File: src/hw/bzo_defines.svh
// Register offsets, field positions, reset values and timing counts of the tone block
// How it works
// The tone square wave runs only while the tone enable bit (bit 1 of aux_control_one) is set.
// The tone square wave leaves on port 1 bit 0, the tone pin.
// A 6-bit software-writable divisor sets the tone frequency.
// Tone frequency is the clock divided by 256 times (divisor plus one).
// With the tone off the generator output rests high, so an active-low buzzer is silent.
// With the reset-level strap high, the tone pin is high from reset onward.
// For an active-high buzzer software clears the port latch early after startup.
// To start an active-high buzzer software sets the enable bit, then the port latch.
// To stop an active-high buzzer software clears the port latch, then the enable bit.
// The pin carries the tone only while both the enable bit and the port latch are set.
`ifndef BZO_DEFINES_SVH
`define BZO_DEFINES_SVH
`define BZO_AUX_CONTROL_ONE_OFF 12'h000
`define BZO_TONE_CONTROL_OFF    12'h004
`define BZO_PORT1_LATCH_OFF     12'h008
`define BZO_STATUS_OFF          12'h00c
`define BZO_TONE_ENABLE_BIT     1
`define BZO_TONE_PIN_BIT        0
`define BZO_DIV_W               6
`define BZO_PRESCALE            256
`define BZO_HALF_PRESCALE       8'h7f
`define BZO_AUX_RST             8'h00
`define BZO_DIV_RST             6'h00
`define BZO_LATCH_RST           8'hff
`define BZO_HALF_UNIT           128
`endif

File: src/hw/bzo_pkg.sv
// Types shared by the tone block
package bzo_pkg;
  typedef struct packed {
    logic        psel;
    logic        penable;
    logic        pwrite;
    logic [11:0] paddr;
    logic [31:0] pwdata;
  } bzo_apb_req_t;
  typedef struct packed {
    logic        pready;
    logic        pslverr;
    logic [31:0] prdata;
  } bzo_apb_rsp_t;
endpackage

File: src/hw/bzo_tone.sv
// Buzzer square-wave generator with APB register access
`timescale 1ns/1ps
`include "bzo_defines.svh"
module bzo_tone
(
  // Clock and reset
  input  wire logic                  pclk,
  input  wire logic                  presetn,
  // APB slave
  input  wire bzo_pkg::bzo_apb_req_t apb_req,
  output      bzo_pkg::bzo_apb_rsp_t apb_rsp,
  // Reset-level strap
  input  wire logic                  port_reset_level_high,
  // Tone pin
  output      logic                  tone_pin,
  output      logic                  tone_pin_oe
);
  logic [7:0]                 aux_control_one_ff, nxt_aux_control_one;
  logic [`BZO_DIV_W-1:0]      tone_divisor_ff, nxt_tone_divisor;
  logic [7:0]                 port1_latch_ff, nxt_port1_latch;
  logic                       latch_init_ff, nxt_latch_init;
  logic [7:0]                 pre_cnt_ff, nxt_pre_cnt;
  logic [`BZO_DIV_W-1:0]      div_cnt_ff, nxt_div_cnt;
  logic                       wave_ff, nxt_wave;
  logic                       pin_ff, nxt_pin;
  bzo_pkg::bzo_apb_rsp_t      rsp_ff, nxt_rsp;
  logic                       tone_enable;
  logic                       acc, wr;

  assign tone_enable = aux_control_one_ff[`BZO_TONE_ENABLE_BIT];
  assign acc         = apb_req.psel && apb_req.penable;
  assign wr          = acc && apb_req.pwrite;

  function automatic logic mapped(input logic [11:0] a);
    mapped = (a == `BZO_AUX_CONTROL_ONE_OFF) || (a == `BZO_TONE_CONTROL_OFF) ||
             (a == `BZO_PORT1_LATCH_OFF) || (a == `BZO_STATUS_OFF);
  endfunction

  // Registers and bus answer; zero-wait slave, pready in the access cycle
  always_comb
  begin
    nxt_aux_control_one = aux_control_one_ff;
    nxt_tone_divisor    = tone_divisor_ff;
    nxt_port1_latch     = port1_latch_ff;
    nxt_latch_init      = 1'b1;
    nxt_rsp             = '0;
    // Latch follows the strap once after reset release
    if (!latch_init_ff)
    begin
      nxt_port1_latch = {8{port_reset_level_high}};
    end
    else if (wr)
    begin
      case (apb_req.paddr)
        `BZO_AUX_CONTROL_ONE_OFF: nxt_aux_control_one = apb_req.pwdata[7:0];
        `BZO_TONE_CONTROL_OFF:    nxt_tone_divisor = apb_req.pwdata[`BZO_DIV_W-1:0];
        `BZO_PORT1_LATCH_OFF:     nxt_port1_latch = apb_req.pwdata[7:0];
        default:                  ;
      endcase
    end
    if (apb_req.psel && !apb_req.penable)
    begin
      nxt_rsp.pready  = 1'b1;
      nxt_rsp.pslverr = !mapped(apb_req.paddr);
      if (!apb_req.pwrite)
      begin
        case (apb_req.paddr)
          `BZO_AUX_CONTROL_ONE_OFF: nxt_rsp.prdata = {24'h000000, aux_control_one_ff};
          `BZO_TONE_CONTROL_OFF:    nxt_rsp.prdata = {26'h0, tone_divisor_ff};
          `BZO_PORT1_LATCH_OFF:     nxt_rsp.prdata = {24'h000000, port1_latch_ff};
          `BZO_STATUS_OFF:          nxt_rsp.prdata = {30'h0, pin_ff, wave_ff};
          default:                  nxt_rsp.prdata = 32'h00000000;
        endcase
      end
    end
  end

  always_ff @(posedge pclk or negedge presetn)
  begin
    if (!presetn)
    begin
      aux_control_one_ff <= `BZO_AUX_RST;
      tone_divisor_ff    <= `BZO_DIV_RST;
      port1_latch_ff     <= `BZO_LATCH_RST;
      latch_init_ff      <= 1'b0;
      rsp_ff             <= '0;
    end
    else
    begin
      aux_control_one_ff <= nxt_aux_control_one;
      tone_divisor_ff    <= nxt_tone_divisor;
      port1_latch_ff     <= nxt_port1_latch;
      latch_init_ff      <= nxt_latch_init;
      rsp_ff             <= nxt_rsp;
    end
  end

  // Divider: toggle every 128 x (div+1) clocks, period 256 x (div+1)
  always_comb
  begin
    nxt_pre_cnt = pre_cnt_ff;
    nxt_div_cnt = div_cnt_ff;
    nxt_wave    = wave_ff;
    if (!tone_enable)
    begin
      nxt_pre_cnt = 8'h00;
      nxt_div_cnt = '0;
      nxt_wave    = 1'b1;
    end
    else if (pre_cnt_ff != `BZO_HALF_PRESCALE)
    begin
      nxt_pre_cnt = pre_cnt_ff + 8'h01;
    end
    else
    begin
      nxt_pre_cnt = 8'h00;
      if (div_cnt_ff >= tone_divisor_ff)
      begin
        nxt_div_cnt = '0;
        nxt_wave    = !wave_ff;
      end
      else
      begin
        nxt_div_cnt = div_cnt_ff + 6'h01;
      end
    end
    // Pin is latch AND wave; off state high when latch high
    nxt_pin = port1_latch_ff[`BZO_TONE_PIN_BIT] && wave_ff;
    if (!latch_init_ff)
    begin
      nxt_pin = port_reset_level_high;
    end
  end

  // Pin resets high: strap default assumed high until sampled
  always_ff @(posedge pclk or negedge presetn)
  begin
    if (!presetn)
    begin
      pre_cnt_ff <= 8'h00;
      div_cnt_ff <= '0;
      wave_ff    <= 1'b1;
      pin_ff     <= 1'b1;
    end
    else
    begin
      pre_cnt_ff <= nxt_pre_cnt;
      div_cnt_ff <= nxt_div_cnt;
      wave_ff    <= nxt_wave;
      pin_ff     <= nxt_pin;
    end
  end

  assign apb_rsp     = rsp_ff;
  assign tone_pin    = pin_ff;
  assign tone_pin_oe = latch_init_ff;

  // Helper for the half-period check only; it drives no output
  logic [13:0]                half_cnt_ff, nxt_half_cnt;

  always_comb
  begin
    nxt_half_cnt = half_cnt_ff + 14'h0001;
    // Restart at every wave edge and while the generator rests
    if (!tone_enable || wave_ff != nxt_wave)
    begin
      nxt_half_cnt = 14'h0000;
    end
  end

  always_ff @(posedge pclk or negedge presetn)
  begin
    if (!presetn)
    begin
      half_cnt_ff <= 14'h0000;
    end
    else
    begin
      half_cnt_ff <= nxt_half_cnt;
    end
  end
endmodule // bzo_tone

File: config.mk
export PLATFORM = sky130hd
export DESIGN_NAME = bzo_tone
export DESIGN_NICKNAME = d
export VERILOG_FILES = /design/src/hw/bzo_pkg.sv /design/src/hw/bzo_tone.sv
export VERILOG_INCLUDE_DIRS = /design/src /design/src/hw
export SDC_FILE = /design/constraint.sdc
export NUM_CORES = 1
export LEC_CHECK = 0
export BUFFER_PORTS_ARGS = -buffer_cell sky130_fd_sc_hd__buf_2
export CORE_ASPECT_RATIO = 0.9
export CORE_MARGIN = 3
export CORE_UTILIZATION = 45
export CTS_CLUSTER_SIZE = 28
export DETAILED_ROUTE_END_ITERATION = 6
export PLACE_DENSITY = 0.76
export SLEW_MARGIN = 20
export SYNTH_ARGS = -nofsm -noshare
export SYNTH_HDL_FRONTEND = slang
export SYNTH_SLANG_ARGS = --single-unit
File: constraint.sdc
create_clock -name pclk -period 1.6 [get_ports pclk]
set_clock_uncertainty 0.05 [all_clocks]
set_input_delay 0.16 -clock pclk [delete_from_list [all_inputs] [get_ports pclk]]
set_output_delay 0.16 -clock pclk [all_outputs]
set_load 0.1 [all_outputs]
# ---- Word-level counts from Yosys, hierarchy flattened
# Cells that the tools add are included.
dict set report totals {
  reg_bits 73
  latchBits 0
  mem_bits_rw 0
  mem_bits_ro 0
  output_inout_bits 36
  wordCells 52
  mem_count 0
}
dict set report classes {
  addsub 2
  mul 0
  div 0
  magnitude_cmp 1
  n_eq_ne 8
  shifts 0
  muxes 15
  bitwise_logic 0
  reduce_logical 15
}
# operator n
set op_table {}
lappend op_table {{8-bit 2-to-1 mux} 6}
lappend op_table {{34-bit 2-to-1 mux} 1}
lappend op_table {{8-bit one-hot mux with 4 select lines} 1}
lappend op_table {{12-bit by 4-bit == test with 1-bit output, second input constant} 2}
lappend op_table {{6-bit 2-to-1 mux} 3}
lappend op_table {{12-bit by 3-bit == test with 1-bit output, second input constant} 1}
lappend op_table {{12-bit logical NOT} 1}
lappend op_table {{8-bit by 1-bit adder with 8-bit output, second input constant} 1}
lappend op_table {{8-bit by 7-bit != test with 1-bit output, second input constant} 1}
lappend op_table {{6-bit by 1-bit adder with 6-bit output, second input constant} 1}
lappend op_table {{6-bit >= comparator} 1}
lappend op_table {{2-bit by 1-bit != test with 1-bit output, second input constant} 3}
lappend op_table {{3-bit AND reduction} 2}
lappend op_table {{1-bit logical AND} 4}
lappend op_table {{1-bit 2-to-1 mux} 4}
lappend op_table {{2-bit AND reduction} 2}
lappend op_table {{1-bit logical NOT} 3}
lappend op_table {{1-bit logical OR} 3}
lappend op_table {{2-bit != test, second input constant} 1}

# ---- Logic depth before layout (Yosys ltp)
dict set report depth {
  ltp_word 6
  depth_mapped 7
}

# ---- Worst setup path after synthesis
# No wires, ideal clock.
dict set report synth_timing {
  path_kind {flip-flop to flip-flop}
  startpoint {reg latch_init_ff (netlist: tone_pin_oe)}
  endpoint {reg aux_control_one_ff[0]}
  setup_ns 0.125
  arrival_time_ns 2.119
  required_ns 1.425
  path_slack_ns -0.694
  stages_incl_launch_ff 5
  path_buffers 0
  synth_period_minus_slack_ns 2.294
  cell_sequence {dfrtp_1 > nand2b_1 > or4_4 > nor3_4 > mux2_2}
}
dict set report synth_via {
  elab_chain_cells 1
}
# item line
set synth_rtl {}
lappend synth_rtl {{from (decl)} bzo_tone.sv:21} ;# logic latch_init_ff, nxt_latch_init;
lappend synth_rtl {{from (signal assigned)} bzo_tone.sv:93} ;# latch_init_ff <= nxt_latch_init;
lappend synth_rtl {{3-bit AND reduction (no line)} n/a}
lappend synth_rtl {{to (signal assigned)} bzo_tone.sv:82} ;# aux_control_one_ff <= `BZO_AUX_RST;
lappend synth_rtl {{to (signal assigned)} bzo_tone.sv:90} ;# aux_control_one_ff <= nxt_aux_control_one;
lappend synth_rtl {{to (decl)} bzo_tone.sv:18} ;# logic [7:0] aux_control_one_ff, nxt_aux_control_one;
# Every way passes these cells.
# A chain may end at the register's enable or synchronous reset.

# ---- Worst setup path after layout
dict set report layout_timing {
  startpoint {reg latch_init_ff (netlist: tone_pin_oe)}
  endpoint {reg tone_divisor_ff[4]}
}
dict set report layout_via {
  elab_chain_cells 1
}
# item line
set layout_rtl {}
lappend layout_rtl {{3-bit AND reduction (no line)} n/a}
lappend layout_rtl {{to (signal assigned)} bzo_tone.sv:83} ;# tone_divisor_ff <= `BZO_DIV_RST;
lappend layout_rtl {{to (signal assigned)} bzo_tone.sv:91} ;# tone_divisor_ff <= nxt_tone_divisor;
lappend layout_rtl {{to (decl)} bzo_tone.sv:19} ;# logic [`BZO_DIV_W-1:0] tone_divisor_ff, nxt_tone_divisor;
# Every way passes these cells.

==> metrics <==
LEAKAGE=1.58 nW; max incr delay on CP=0.44 ns; Die H=77.0 µm; antenna violations before repair=0; post-synthesis sequential area ratio=49.1%; simple-gate share of the synthesized area=13.3%; HP Class=input port to register; initial DRC count=50; Fmax achieved=576 MHz; wire length on met2=2.55 mm; post-synthesis mux area share=14.0%; Max Cap Viol=0; number of synthesized flops with an enable pin=0; synthesized instance count=228; yosys warns=0; CTS tree=yes; XOR/XNOR Fraction of Synth Area=1.74%; Crit Reg-Reg Startpoint=tone_pin_oe$_DFF_PN0_; clock buffer depth=2; fin crit share=108%; Skew-Pair Late Insertion Delay=0.31 ns; via count=1815; WS Path Type=register to register; 1st-pass router iterations=4; port bufs=37; CORE AREA=5350 µm²; layout overhead on the synthesized area=27.9%; Pwr per Cell Area=780 nW/µm²; crit path time final=1.74 ns; largest family of logic cells by synthesized area=multiplexers; CP required=1.75 ns; starting density of the core=47.2%; Num CTS Buffers=5; design area=3230 µm²; DRC Markers=0; Die X-Extent=84.9 µm; count of different cell masters after synthesis=38; Main synth FF type=dfrtp_1; startpoint types=register; peak supply drop=0.559 mV; H-tree Lvls=2; hold-critical path depth=3; uppermost routed layer=met4; drt wl/cell=14.0 µm; Synth Area per Inst=11.1 µm²; routed vias/inst=4.92; r2r setup slk=-0.14 ns; compound-gate portion of the synthesized area=8.03%; Placed Instance Area=2910 µm²; final worst slack=-0.136 ns; share of layout cells above drive strength 1=45.4%; unrepaired setup endpoints after global routing=true; Hold Vio Cnt, Final=0; number of synthesized register bits=49; Crit. End Element=register; io pins=86; antenna cells=0; DP HPWL=3.63 mm; CP max FO=6; Final #Nets=359; Hold Startpoint=port_reset_level_high; first-pass GRT wire length=8.42 mm; CP Cell Sequence=nand2b_1 -> or4_4 -> buf_4 -> nor2_4 -> nand2_4 -> mux2_2; # rows=25; CTS root buf=clkbuf_8; CTS sink cnt=49; GRT Resource Usage Total=16.0%; vias in the first global route=1840; Slew Limit Fails=0; crit path DAT=1.88 ns; slowest cell on the critical path=or4_4; gp weighted congestion=0.763; Worst-path clk slew=0.10 ns; run status=complete, but fails checks; final setup fails=19; post-layout util=60.3%; die area=6540 µm²; metal3 WL=171 µm; violated checks=negative setup slack; worst r2r dst=tone_divisor_ff[4]$_DFFE_PN0P_; fillers=433; gr ovfl total=0; hold endpoint=tone_pin$_DFF_PN1_; synthesized area=2520 µm²; Place WS=-0.138 ns; WL met1=2.39 mm; final wirelength=5.18 mm; asr flop ratio synth=100%; largest net degree at the start of global routing=50; R2R cell count=6; adder-cell share of the synthesized area=3.97%; ANT nets after route=0
==> cell usage after synthesis (2+ instances only) <==
cell type | count | area share, %
a21o_1 | 2 | 0.59
a21oi_1 | 16 | 3.2
a22o_1 | 2 | 0.69
a31oi_1 | 2 | 0.50
and2_1 | 4 | 0.99
and3_1 | 2 | 0.50
buf_4 | 25 | 7.4
clkbuf_1 | 4 | 0.59
conb_1 | 2 | 0.30
dfrtp_1 | 39 | 39
dfstp_2 | 10 | 10
ha_1 | 8 | 4.0
inv_1 | 9 | 1.3
mux2_2 | 15 | 6.7
mux2i_1 | 14 | 5.6
mux4_2 | 2 | 1.8
nand2_1 | 8 | 1.2
nand2b_1 | 4 | 0.99
nand3_1 | 9 | 1.8
nor2_1 | 16 | 2.4
nor2b_1 | 5 | 1.2
nor3_1 | 4 | 0.79
nor4_2 | 2 | 0.99
o21ai_0 | 7 | 1.4
xnor2_1 | 2 | 0.69
xor2_1 | 3 | 1.0
==> cell usage in the layout, fill, tap and decap left out, types with 3 or more instances in the layout <==
cell type | Yosys | final
nand3_1 | 9 | 9
conb_1 | 2 | 25
clkbuf_8 | 0 | 5
mux2i_1 | 14 | 14
inv_6 | 0 | 3
dfstp_2 | 10 | 10
buf_2 | 0 | 36
inv_2 | 0 | 3
dfrtp_1 | 39 | 38
and2_1 | 4 | 4
nor2_1 | 16 | 14
nand2b_1 | 4 | 3
ha_4 | 0 | 4
a21oi_2 | 0 | 3
inv_1 | 9 | 6
ha_1 | 8 | 3
buf_4 | 25 | 32
xor2_1 | 3 | 3
nand2_1 | 8 | 6
a21oi_1 | 16 | 13
nor2b_1 | 5 | 5
o21ai_0 | 7 | 3
mux2_2 | 15 | 14
==> how the worst max path moves through the flow <==
| stage | start | end | slack [ns] | cells past startpoint |
|---|---|---|---|---|
| detailed placement | tone_pin_oe$_DFF_PN0_ | aux_control_one_ff[4]$_DFFE_PN0P_ | -0.14 | 5 |
| global placement | div_cnt_ff[0]$_DFFE_PN0P_ | div_cnt_ff[0]$_DFFE_PN0P_ | -0.11 | 7 |
| global route | tone_pin_oe$_DFF_PN0_ | aux_control_one_ff[4]$_DFFE_PN0P_ | -0.19 | 5 |
| finish | tone_pin_oe$_DFF_PN0_ | tone_divisor_ff[4]$_DFFE_PN0P_ | -0.14 | 6 |
| CTS | tone_pin_oe$_DFF_PN0_ | aux_control_one_ff[4]$_DFFE_PN0P_ | -0.14 | 5 |
| floorplan | tone_pin_oe$_DFF_PN0_ | aux_control_one_ff[0]$_DFFE_PN0P_ | -0.33 | 4 |
==> critical path, delay by kind of cell (launching register included) <==
kind,cells,cell delay (ns)
mux,1,0.31
flops,1,0.42
simple gates,4,0.69
buf+inv,1,0.16
==> through the flow <==
stage / hold WS (ns) / power, W / std cells / TNS, ns
2_1_floorplan: -0.186 / 0.00171 / 251 / -4.02
3_3_place_gp: 0.116 / 0.00176 / 352 / -1.75
3_5_place_dp: 0.115 / 0.00176 / 352 / -2.60
4_1_cts: 0.0158 / 0.00254 / 363 / -1.50
5_1_grt: 0.0313 / 0.00262 / 369 / -3.23
6_report: 0.0299 / 0.00252 / 369 / -2.08
==> flip-flops by register name, summed over array words and instances (netlist names) <==
name,cells
div_cnt_ff,6
aux_control_one_ff,8
tone_pin,1
tone_divisor_ff,6
pre_cnt_ff,8
wave_ff,1
apb_rsp,10
tone_pin_oe,1
port1_latch_ff,8
==> where the power goes <==
part | internal [W] | total [W] | switching (W)
clock network | 0.000325 | 0.000776 | 0.000450
registers | 0.00128 | 0.00129 | 0.0000125
logic | 0.0000731 | 0.000452 | 0.000379
==> layer usage <==
metal	global-route usage, %	vias to the layer above
li1	-	891
met1	21.0	882
met2	26.9	37
met3	2.79	5
met4	4.75	0
met5	0	-
==> cell families after synthesis <==
kind of cell / after synthesis
buf+inv: 39
xor+xnor: 5
fa+ha+maj: 8
other cells: 2
flops: 49
compound gates: 34
mux: 31
simple gates: 60
==> cell type report <==
class / count / area (µm²) / share of cell area [%]
clock buffers: 5 / 68.8 / 2.13
clock inverters: 3 / 26.3 / 0.814
inverters: 9 / 33.8 / 1.05
multi-input cells: 163 / 1290 / 40.0
flip-flops and latches: 49 / 1240 / 38.5
well taps: 67 / 83.8 / 2.60
repair buffers: 73 / 480 / 14.9
==> what timing repair did <==
item / in CTS / in global routing
setup buffers: 2 / 6
hold endpoints to repair: 39 / 0
cloned: 0 / 0
pin swaps: 10 / 14
resized for setup: 15 / 20
hold buffers: 1 / 0
setup endpoints to repair: 20 / 23
Power figures use the tool's default switching activity.
